**src/logic/p4cx_pkg.sv**
```systemverilog
// Package for the four-bit multipurpose port with chip-select strobes and two added interrupts.
// Assumes one core clock and an 8-bit special function register bus from the core.
package p4cx_pkg;

	// ==========================================================
	// Special function register addresses
	localparam logic [7:0] P4CX_ADDR_PIN0_LOW = 8'h84;
	localparam logic [7:0] P4CX_ADDR_PIN0_HIGH = 8'h85;
	localparam logic [7:0] P4CX_ADDR_PIN1_LOW = 8'h94;
	localparam logic [7:0] P4CX_ADDR_PIN1_HIGH = 8'h95;
	localparam logic [7:0] P4CX_ADDR_PIN2_LOW = 8'hac;
	localparam logic [7:0] P4CX_ADDR_PIN2_HIGH = 8'had;
	localparam logic [7:0] P4CX_ADDR_POLARITY = 8'hae;
	localparam logic [7:0] P4CX_ADDR_PIN3_LOW = 8'hb4;
	localparam logic [7:0] P4CX_ADDR_PIN3_HIGH = 8'hb5;
	localparam logic [7:0] P4CX_ADDR_XINT_CTRL = 8'hc0;
	localparam logic [7:0] P4CX_ADDR_CFG_A = 8'hc2;
	localparam logic [7:0] P4CX_ADDR_CFG_B = 8'hc3;
	localparam logic [7:0] P4CX_ADDR_PORT_DATA = 8'hd8;

	// ==========================================================
	// Reset values
	localparam logic [7:0] P4CX_RST_BYTE = 8'h00;
	localparam logic [3:0] P4CX_RST_PORT_DATA = 4'hf;

	// ==========================================================
	// Field positions
	localparam int P4CX_CFG_FUNC_HI = 3;
	localparam int P4CX_CFG_FUNC_LO = 2;
	localparam int P4CX_CFG_LEN_HI = 1;
	localparam int P4CX_CFG_LEN_LO = 0;
	localparam int P4CX_POL_LSB = 4;
	localparam logic [7:0] P4CX_POL_RMASK = 8'hf0;
	localparam int P4CX_XI_PRIO3 = 7;
	localparam int P4CX_XI_EN3 = 6;
	localparam int P4CX_XI_FLAG3 = 5;
	localparam int P4CX_XI_EDGE3 = 4;
	localparam int P4CX_XI_PRIO2 = 3;
	localparam int P4CX_XI_EN2 = 2;
	localparam int P4CX_XI_FLAG2 = 1;
	localparam int P4CX_XI_EDGE2 = 0;

	// ==========================================================
	// Interrupt vectors, polled sixth and seventh of eight
	localparam logic [7:0] P4CX_VEC_IRQ2 = 8'h33;
	localparam logic [7:0] P4CX_VEC_IRQ3 = 8'h3b;
	localparam logic [7:0] P4CX_VEC_NONE = 8'h00;

	// ==========================================================
	// Types
	typedef enum logic [1:0] {
		P4CX_FN_GPIO,
		P4CX_FN_READ,
		P4CX_FN_WRITE,
		P4CX_FN_RDWR
	} p4cx_func_t;

	typedef enum logic [1:0] {
		P4CX_CMP_16,
		P4CX_CMP_15,
		P4CX_CMP_14,
		P4CX_CMP_8
	} p4cx_cmp_t;

	typedef struct packed {
		logic wr;
		logic [7:0] addr;
		logic [7:0] wdata;
		logic bit_wr;
		logic [7:0] bit_addr;
		logic bit_val;
	} p4cx_sfr_req_t;

	typedef struct packed {
		logic [15:0] addr;
		logic rd_n;
		logic wr_n;
	} p4cx_ext_bus_t;

endpackage

```
**src/logic/p4cx_port.sv**
```systemverilog
// Four-bit multipurpose port: GPIO, address-decoded chip-select strobes, two added interrupts.
// Assumes core SFR writes are single-cycle pulses and the external bus is driven by the core.
`timescale 1ns/10ps
// Behaviour
// - Four-pin port data register at D8H; each pin's mode set independently.
// - Function 00 makes the pin quasi-bidirectional I/O like port 1.
// - In I/O mode pin 2 feeds third interrupt, pin 3 second, when enabled.
// - Function 01 gives a read strobe for matching external read accesses.
// - Function 10 gives a write strobe for matching external write accesses.
// - Function 11 strobes on either read or write to a matching address.
// - Each pin has a 16-bit base address in high and low byte registers.
// - Pin 3 mode comes from bits 7:6 of the second config register at C3H.
// - Pin 3 address range comes from its base address and compare-length field.
// - Added interrupts detect and request like external interrupts 0 and 1.
// - Interrupt control register at C0H is bit-addressable for single-bit set and clear.
// - A set priority bit puts the matching added interrupt at high priority.
// - Third interrupt enabled by control bit 6, second by control bit 2.
// - Edge mode flag set by falling edge, cleared when the interrupt is serviced.
// - Trigger-type bit set means falling edge, cleared means low level.
// - Vectors 33H and 3BH, polled sixth and seventh, third and second lowest overall.
// - Compare length 00/01/10/11 compares bits 15:0, 15:1, 15:2, 15:8.
// - Strobe pin active high when polarity bit set, active low by default.
// - Config A holds pin 1 upper, pin 0 lower; config B pins 3 and 2.
module p4cx_port (
	// Clock and reset
	input wire logic clk_i,
	input wire logic rst_i,
	// Special function register bus
	input wire p4cx_pkg::p4cx_sfr_req_t sfr_i,
	input wire logic [7:0] sfr_raddr_i,
	output logic [7:0] sfr_rdata_o,
	output logic sfr_hit_o,
	// External bus seen by the strobes
	input wire p4cx_pkg::p4cx_ext_bus_t bus_i,
	// Port pins
	input wire logic [3:0] pin_i,
	output logic [3:0] pin_o,
	output logic [3:0] pin_oe_o,
	// Interrupt requests toward the core, index 0 is the second, 1 the third
	input wire logic [1:0] irq_ack_i,
	output logic [1:0] irq_req_o,
	output logic [1:0] irq_high_o,
	output logic [7:0] irq_vec_o
);
	import p4cx_pkg::*;

	// ==========================================================
	// Functions
	function automatic logic [7:0] bit_merge(input logic [7:0] old, input logic [2:0] idx,
			input logic val);
		logic [7:0] r;
		r = old;
		r[idx] = val;
		return r;
	endfunction

	function automatic logic bit_hit(input logic [7:0] bit_addr, input logic [7:0] base);
		return bit_addr[7:3] == base[7:3];
	endfunction

	// ==========================================================
	// Registers
	logic [7:0] base_low [4];
	logic [7:0] base_high [4];
	logic [7:0] cfg_a;
	logic [7:0] cfg_b;
	logic [3:0] polarity;
	logic [3:0] port_data;
	logic prio3;
	logic en3;
	logic edge3;
	logic prio2;
	logic en2;
	logic edge2;
	logic flag2;
	logic flag3;

	logic [7:0] low_addr [4];
	logic [7:0] high_addr [4];
	logic [3:0] func [4];
	logic [7:0] xint_now;
	logic xint_byte_wr;
	logic xint_bit_wr;
	logic port_byte_wr;
	logic port_bit_wr;
	logic [7:0] next_xint;
	logic [7:0] next_port;
	logic [3:0] strobe_level;
	logic [3:0] gpio_mode;

	assign low_addr[0] = P4CX_ADDR_PIN0_LOW;
	assign low_addr[1] = P4CX_ADDR_PIN1_LOW;
	assign low_addr[2] = P4CX_ADDR_PIN2_LOW;
	assign low_addr[3] = P4CX_ADDR_PIN3_LOW;
	assign high_addr[0] = P4CX_ADDR_PIN0_HIGH;
	assign high_addr[1] = P4CX_ADDR_PIN1_HIGH;
	assign high_addr[2] = P4CX_ADDR_PIN2_HIGH;
	assign high_addr[3] = P4CX_ADDR_PIN3_HIGH;

	// Per-pin nibble: function in upper two bits, compare length in lower two
	assign func[0] = cfg_a[3:0];
	assign func[1] = cfg_a[7:4];
	assign func[2] = cfg_b[3:0];
	assign func[3] = cfg_b[7:4];

	// ==========================================================
	// Base address registers
	always_ff @(posedge clk_i or posedge rst_i) begin
		if (rst_i) begin
			for (int i = 0; i < 4; i++) begin
				base_low[i] <= P4CX_RST_BYTE;
				base_high[i] <= P4CX_RST_BYTE;
			end
		end else if (sfr_i.wr) begin
			for (int i = 0; i < 4; i++) begin
				if (sfr_i.addr == low_addr[i]) begin
					base_low[i] <= sfr_i.wdata;
				end
				if (sfr_i.addr == high_addr[i]) begin
					base_high[i] <= sfr_i.wdata;
				end
			end
		end
	end

	// ==========================================================
	// Mode configuration and polarity
	always_ff @(posedge clk_i or posedge rst_i) begin
		if (rst_i) begin
			cfg_a <= P4CX_RST_BYTE;
			cfg_b <= P4CX_RST_BYTE;
			polarity <= P4CX_RST_BYTE[3:0];
		end else if (sfr_i.wr) begin
			if (sfr_i.addr == P4CX_ADDR_CFG_A) begin
				cfg_a <= sfr_i.wdata;
			end
			if (sfr_i.addr == P4CX_ADDR_CFG_B) begin
				cfg_b <= sfr_i.wdata;
			end
			if (sfr_i.addr == P4CX_ADDR_POLARITY) begin
				polarity <= sfr_i.wdata[P4CX_POL_LSB +: 4];
			end
		end
	end

	// ==========================================================
	// Port data latch, byte and bit writable
	assign port_byte_wr = sfr_i.wr && sfr_i.addr == P4CX_ADDR_PORT_DATA;
	assign port_bit_wr = sfr_i.bit_wr && bit_hit(sfr_i.bit_addr, P4CX_ADDR_PORT_DATA);
	assign next_port = port_byte_wr ? sfr_i.wdata :
		bit_merge({4'h0, port_data}, sfr_i.bit_addr[2:0], sfr_i.bit_val);

	always_ff @(posedge clk_i or posedge rst_i) begin
		if (rst_i) begin
			port_data <= P4CX_RST_PORT_DATA;
		end else if (port_byte_wr || port_bit_wr) begin
			port_data <= next_port[3:0];
		end
	end

	// ==========================================================
	// Interrupt control register, byte and bit writable
	assign xint_now = {prio3, en3, flag3, edge3, prio2, en2, flag2, edge2};
	assign xint_byte_wr = sfr_i.wr && sfr_i.addr == P4CX_ADDR_XINT_CTRL;
	assign xint_bit_wr = sfr_i.bit_wr && bit_hit(sfr_i.bit_addr, P4CX_ADDR_XINT_CTRL);
	assign next_xint = xint_byte_wr ? sfr_i.wdata :
		bit_merge(xint_now, sfr_i.bit_addr[2:0], sfr_i.bit_val);

	always_ff @(posedge clk_i or posedge rst_i) begin
		if (rst_i) begin
			prio3 <= 1'b0;
			en3 <= 1'b0;
			edge3 <= 1'b0;
			prio2 <= 1'b0;
			en2 <= 1'b0;
			edge2 <= 1'b0;
		end else if (xint_byte_wr || xint_bit_wr) begin
			prio3 <= next_xint[P4CX_XI_PRIO3];
			en3 <= next_xint[P4CX_XI_EN3];
			edge3 <= next_xint[P4CX_XI_EDGE3];
			prio2 <= next_xint[P4CX_XI_PRIO2];
			en2 <= next_xint[P4CX_XI_EN2];
			edge2 <= next_xint[P4CX_XI_EDGE2];
		end
	end

	// ==========================================================
	// Added interrupts
	always_comb begin
		for (int i = 0; i < 4; i++) begin
			gpio_mode[i] = func[i][P4CX_CFG_FUNC_HI:P4CX_CFG_FUNC_LO] == P4CX_FN_GPIO;
		end
	end

	p4cx_xint u_irq2 (
		.clk_i(clk_i),
		.rst_i(rst_i),
		.pin_i(pin_i[3]),
		.route_i(gpio_mode[3] && en2),
		.edge_sel_i(edge2),
		.ack_i(irq_ack_i[0]),
		.sw_wr_i(xint_byte_wr || xint_bit_wr),
		.sw_val_i(next_xint[P4CX_XI_FLAG2]),
		.flag_o(flag2)
	);

	p4cx_xint u_irq3 (
		.clk_i(clk_i),
		.rst_i(rst_i),
		.pin_i(pin_i[2]),
		.route_i(gpio_mode[2] && en3),
		.edge_sel_i(edge3),
		.ack_i(irq_ack_i[1]),
		.sw_wr_i(xint_byte_wr || xint_bit_wr),
		.sw_val_i(next_xint[P4CX_XI_FLAG3]),
		.flag_o(flag3)
	);

	assign irq_req_o = {flag3 && en3, flag2 && en2};
	assign irq_high_o = {prio3, prio2};

	// Within a level the second is polled ahead of the third
	always_comb begin
		if (irq_req_o[0] && (prio2 || !irq_req_o[1] || !prio3)) begin
			irq_vec_o = P4CX_VEC_IRQ2;
		end else if (irq_req_o[1]) begin
			irq_vec_o = P4CX_VEC_IRQ3;
		end else begin
			irq_vec_o = P4CX_VEC_NONE;
		end
	end

	// ==========================================================
	// Strobe decoders and pin drivers
	for (genvar g = 0; g < 4; g++) begin : g_pin
		p4cx_strobe u_strobe (
			.func_i(p4cx_func_t'(func[g][P4CX_CFG_FUNC_HI:P4CX_CFG_FUNC_LO])),
			.cmp_i(p4cx_cmp_t'(func[g][P4CX_CFG_LEN_HI:P4CX_CFG_LEN_LO])),
			.base_i({base_high[g], base_low[g]}),
			.invert_i(polarity[g]),
			.bus_i(bus_i),
			.level_o(strobe_level[g])
		);

		// Quasi-bidirectional: only a low is driven, a high is the pull-up
		assign pin_o[g] = gpio_mode[g] ? 1'b0 : strobe_level[g];
		assign pin_oe_o[g] = gpio_mode[g] ? !port_data[g] : 1'b1;
	end

	// ==========================================================
	// Register read-back
	always_comb begin
		sfr_hit_o = 1'b1;
		case (sfr_raddr_i)
			P4CX_ADDR_PIN0_LOW: sfr_rdata_o = base_low[0];
			P4CX_ADDR_PIN0_HIGH: sfr_rdata_o = base_high[0];
			P4CX_ADDR_PIN1_LOW: sfr_rdata_o = base_low[1];
			P4CX_ADDR_PIN1_HIGH: sfr_rdata_o = base_high[1];
			P4CX_ADDR_PIN2_LOW: sfr_rdata_o = base_low[2];
			P4CX_ADDR_PIN2_HIGH: sfr_rdata_o = base_high[2];
			P4CX_ADDR_PIN3_LOW: sfr_rdata_o = base_low[3];
			P4CX_ADDR_PIN3_HIGH: sfr_rdata_o = base_high[3];
			P4CX_ADDR_POLARITY: sfr_rdata_o = {polarity, 4'h0} & P4CX_POL_RMASK;
			P4CX_ADDR_XINT_CTRL: sfr_rdata_o = xint_now;
			P4CX_ADDR_CFG_A: sfr_rdata_o = cfg_a;
			P4CX_ADDR_CFG_B: sfr_rdata_o = cfg_b;
			P4CX_ADDR_PORT_DATA: sfr_rdata_o = {4'h0, pin_i};
			default: begin
				sfr_rdata_o = 8'h00;
				sfr_hit_o = 1'b0;
			end
		endcase
	end

endmodule

```
**src/logic/p4cx_strobe.sv**
```systemverilog
// One chip-select strobe decoder for a single port pin.
// Assumes the external address is stable while the core read or write strobe is low.
`timescale 1ns/10ps
module p4cx_strobe (
	// Configuration
	input wire p4cx_pkg::p4cx_func_t func_i,
	input wire p4cx_pkg::p4cx_cmp_t cmp_i,
	input wire logic [15:0] base_i,
	input wire logic invert_i,
	// External bus
	input wire p4cx_pkg::p4cx_ext_bus_t bus_i,
	// Pin level in strobe modes
	output logic level_o
);
	import p4cx_pkg::*;

	logic [15:0] mask;
	logic hit;
	logic active;

	// ==========================================================
	// Address compare
	always_comb begin
		case (cmp_i)
			P4CX_CMP_16: mask = 16'hffff;
			P4CX_CMP_15: mask = 16'hfffe;
			P4CX_CMP_14: mask = 16'hfffc;
			P4CX_CMP_8: mask = 16'hff00;
			default: mask = 16'hffff;
		endcase
	end

	assign hit = ((bus_i.addr ^ base_i) & mask) == 16'h0000;

	// ==========================================================
	// Strobe select
	always_comb begin
		case (func_i)
			P4CX_FN_READ: active = hit && !bus_i.rd_n;
			P4CX_FN_WRITE: active = hit && !bus_i.wr_n;
			P4CX_FN_RDWR: active = hit && (!bus_i.rd_n || !bus_i.wr_n);
			default: active = 1'b0;
		endcase
	end

	// Idle level is the inverse of the active one
	assign level_o = invert_i ? active : !active;

endmodule

```
**src/logic/p4cx_xint.sv**
```systemverilog
// One added external interrupt: low-level or falling-edge detection and its flag.
// Assumes the pin is synchronous to the clock and the core pulses ack when it vectors here.
`timescale 1ns/10ps
module p4cx_xint (
	// Clock and reset
	input wire logic clk_i,
	input wire logic rst_i,
	// Pin and control
	input wire logic pin_i,
	input wire logic route_i,
	input wire logic edge_sel_i,
	input wire logic ack_i,
	// Software write of the flag
	input wire logic sw_wr_i,
	input wire logic sw_val_i,
	// Flag
	output logic flag_o
);
	import p4cx_pkg::*;

	logic pin_prev;
	logic fall;
	logic src;

	// Unrouted pin looks idle high
	assign src = route_i ? pin_i : 1'b1;

	always_ff @(posedge clk_i or posedge rst_i) begin
		if (rst_i) begin
			pin_prev <= 1'b1;
		end else begin
			pin_prev <= src;
		end
	end

	assign fall = pin_prev && !src;

	// ==========================================================
	// Flag: in edge mode an edge sets it, service clears it, a new edge wins over the clear; in level mode it is set while the routed pin is low
	always_ff @(posedge clk_i or posedge rst_i) begin
		if (rst_i) begin
			flag_o <= 1'b0;
		end else if (edge_sel_i) begin
			if (fall) begin
				flag_o <= 1'b1;
			end else if (ack_i) begin
				flag_o <= 1'b0;
			end else if (sw_wr_i) begin
				flag_o <= sw_val_i;
			end
		end else begin
			flag_o <= !src;
		end
	end

endmodule

```
**config.mk**
```make
export PLATFORM = sky130hd
export DESIGN_NAME = p4cx_port
export DESIGN_NICKNAME = d
export VERILOG_FILES = /design/src/logic/p4cx_pkg.sv /design/src/logic/p4cx_port.sv /design/src/logic/p4cx_strobe.sv /design/src/logic/p4cx_xint.sv
export SDC_FILE = /design/constraint.sdc
export NUM_CORES = 1
export LEC_CHECK = 0
export ABC_CLOCK_PERIOD_IN_PS = 4200
export BUFFER_PORTS_ARGS = -buffer_cell sky130_fd_sc_hd__buf_2
export CAP_MARGIN = 20
export CORE_MARGIN = 2
export CORE_UTILIZATION = 55
export DETAILED_ROUTE_END_ITERATION = 10
export GPL_ROUTABILITY_DRIVEN = 0
export PLACE_DENSITY = 0.85
export RECOVER_POWER = 50
export SETUP_SLACK_MARGIN = 0.3
export SLEW_MARGIN = 20
export SYNTH_ARGS = -nofsm -noshare
export SYNTH_HDL_FRONTEND = slang
export SYNTH_HIERARCHICAL = 1
export SYNTH_SLANG_ARGS = --single-unit
```
**constraint.sdc**
```tcl
create_clock -name clk_i -period 4.2 [get_ports clk_i]
set_input_delay 0.84 -clock clk_i [delete_from_list [all_inputs] [get_ports clk_i]]
set_output_delay 0.84 -clock clk_i [all_outputs]
set_load 0.02 [all_outputs]
```
==> flow_summary.toml <==
[setup_path]
reg2reg_slack_ns = 2.98
worstSetupStartpointType = "input port"
r2r_start = "cfg_b[7]"
worstPathRequired_ns = 3.36
crit_fanout = 4
worstPathCellList = "buf_2 -> xor2_1 -> nor4_1 -> a32oi_1 -> nor4_2 -> xnor2_1 -> nor2b_1 -> buf_2"
path_common_cell = "buf_2"
cpMaxStageDelayCell = "nor4_1"
reg2reg_depth = 4
cp-end-kind = "output port"
crit_type = "in -> out"
critPathArrivalTime_ns = 2.66
setup.worst_path.start = "bus_i[9]"
r2r_end = "u_irq2/flag_o"
cpPeakStageDelay_ns = 0.45

[power_and_ir_drop]
p_per_area_nw_per_um2 = 333
p_sw_frac = 0.276
p_comb_frac = 0.153
p_int_mw = 1.69
clkPwrFrac = 0.391
pwr-share-seq = 0.455
leakage_nw = 3.25
ir_worst_vdd_uv = 246
power.total_mw = 2.33
power.switching_uw = 642

[floorplanning]
coreArea_sq_um = 10900
num_io_pins = 90
die_area_sq_um = 12200
rows = 38
floorplan.initialDensity = 0.569
die_y_microns = 110
die_w_microns = 110

[job]
drv_cap = 2

[logic_synthesis]
synthCells = 580
synth-seq-area-share = 0.395
synthTopCellsByArea = "dfrtp_1 (37%), mux2_2 (16%), xor2_1 (5.6%), mux2i_1 (4.5%), xnor2_1 (3.9%)"
synth_edf_count = 0
syn_area_per_cell_sq_um = 10.7
ys_ff_latch = 98
yosysTopAreaCell = "dfrtp_1"
ys_top_cells_by_count = "dfrtp_1 (92), mux2_2 (88), xor2_1 (40), nor2_1 (30)"
netlist.area_leader.share = 0.370
synthFlopType = "dfrtp_1"
synth-async-reset-ratio = 1.00
netlist_area_sq_um = 6220
post-synth-top-count-cell = "dfrtp_1"
synth.distinct_cells = 63
synth_warnings = 6

[clock_tree]
cts_setup_buffers = 0
cts_tree = "yes"
clk_latency_ns = 0.35
cts.sinks = 98
clk_path_buf_depth = 2
ctsResizeCount = 0
cts_htree_levels = 3
cts_buffers = 9
hold_buffers = 0
root_buffer = "clkbuf_16"
clk_pin_slew_ns = 0.07

[sta]
tightest_slew_ns = 1.88
drv_slew = 76
hold_violations = 0
clock_skew_ns = 0.00385
final.min_clock_period_ns = 3.50
max-slew-margin-rel = -0.252
setup_viol = 0
rsz0062_at_grt = "no"
fin_setup_tns_ns = 0
holdWs_ns = 0.366
final.period_utilization = 0.832
max_freq_ghz = 0.286

[route]
postRouteAntennaNets = 0
vias = 5312
wirelength_microns = 18400
first_pass_iters = 6
drtIter0Drc = 588
viasPerCell = 6.71
wire_per_inst_microns = 23.2
drc = 0

[placement]
dpl.hpwl_microns = 13800
numPortBuffers = 86

[global_route]
grt_pass1_wl_microns = 27900
grt_max_degree = 41
overflow = 0
grt_util_all_layers = 0.313
first_global_vias = 5166
grt_antenna_before_repair = 0

[layout]
fin_nets = 708
synthToLayoutAreaGrowth_pct = 12.4
drive_above_1_share = 0.324
antenna_cells = 0

[hold_path]
hold_class = "in -> async"

[status]
status = "complete, but fails checks"
violations = "capacitance limit, slew limit"
-- cells in the final DEF (no fill, tap or decap), types with 4 or more instances in the layout --
cell	instances
a22oi_1	4
nor3b_1	5
nand2_1	20
dfrtp_1	92
o21ai_0	6
or3_1	6
mux2_1	4
nand3_1	15
o211ai_1	6
o22ai_1	4
o31ai_1	4
nor2_1	30
a211oi_1	4
a21oi_1	7
mux2i_1	28
xnor2_1	28
nor4_2	4
mux2_2	88
nor3_1	20
clkbuf_16	9
nand4_1	11
nor4_1	11
xor2_1	40
a32oi_1	5
a2111oi_2	4
buf_2	81
clkbuf_1	7
nand2b_1	17
nor2b_1	8
inv_1	6
dfstp_2	6
a31oi_1	6
nand3b_1	4
-- registers in the layout, summed over array words and instances, names as in the netlist --
register,count
base_high,32
u_irq3/pin_prev,1
en3,1
cfg_a,8
base_low,32
prio2,1
cfg_b,8
port_data,4
prio3,1
en2,1
edge3,1
polarity,4
edge2,1
u_irq3/flag_o,1
u_irq2/flag_o,1
u_irq2/pin_prev,1
-- layer usage --
metal | up-vias | GRT usage | part of all wire | wire, microns
met4 | 0 | 0.135 | 0.036 | 656
met3 | 64 | 0.0958 | 0.10 | 1830
li1 | 2256 | - | - | -
met1 | 2650 | 0.402 | 0.39 | 7180
met2 | 342 | 0.491 | 0.47 | 8680
met5 | - | 0 | 0 | 0
-- power by group through the flow --
stage / combinational [mW] / sequential, mW / clock [mW]
detailed placement: 0.350 / 1.07 / 0
floorplan: 0.239 / 1.05 / 0
finish: 0.356 / 1.06 / 0.911
global route: 0.381 / 1.06 / 0.958
CTS: 0.352 / 1.06 / 0.912
global placement: 0.336 / 1.07 / 0
-- through the flow --
step | util | cell area (sq um) | setup WS, ns | cells
5_1_grt | 0.640 | 7000 | 0.327 | 792
2_1_floorplan | - | 6230 | 0.918 | 582
4_1_cts | 0.641 | 7010 | 0.747 | 792
3_5_place_dp | 0.611 | 6690 | 0.753 | 776
3_3_place_gp | 0.611 | 6690 | 0.806 | 776
6_report | 0.640 | 7000 | 0.704 | 792
-- worst max-delay path by stage --
stage                     end  slack, ns
2_1_floorplan    base_high[0]       0.92
5_1_grt                   en3       0.33
6_report             pin_o[2]       0.70
4_1_cts              pin_o[2]       0.75
3_5_place_dp         pin_o[2]       0.75
3_3_place_gp   sfr_rdata_o[1]       0.81
-- layout make-up --
| cell class | instances | area [sq um] |
|---|---|---|
| clock inverter | 6 | 88.8 |
| multi-input combinational | 439 | 3550 |
| inverter | 8 | 31.3 |
| timing repair buffer | 91 | 454 |
| clock buffer | 10 | 239 |
| tap | 140 | 175 |
| fill | 858 | 3940 |
| sequential | 98 | 2460 |
-- worst max-delay path, delay by kind of cell --
family / cells / cell delay [ns]
compound gates: 1 / 0.20
xor+xnor: 2 / 0.32
buf+inv: 2 / 0.32
simple gates: 3 / 0.98
-- cells by family after synthesis --
group,synth area share
other,0.000602
and+or+nand+nor,0.172
muxes,0.224
AOI/OAI and AO/OA,0.0780
DFF,0.395
xor gates and xnor gates,0.0957
buffers and inverters,0.0354
Power figures use the tool's default switching activity.
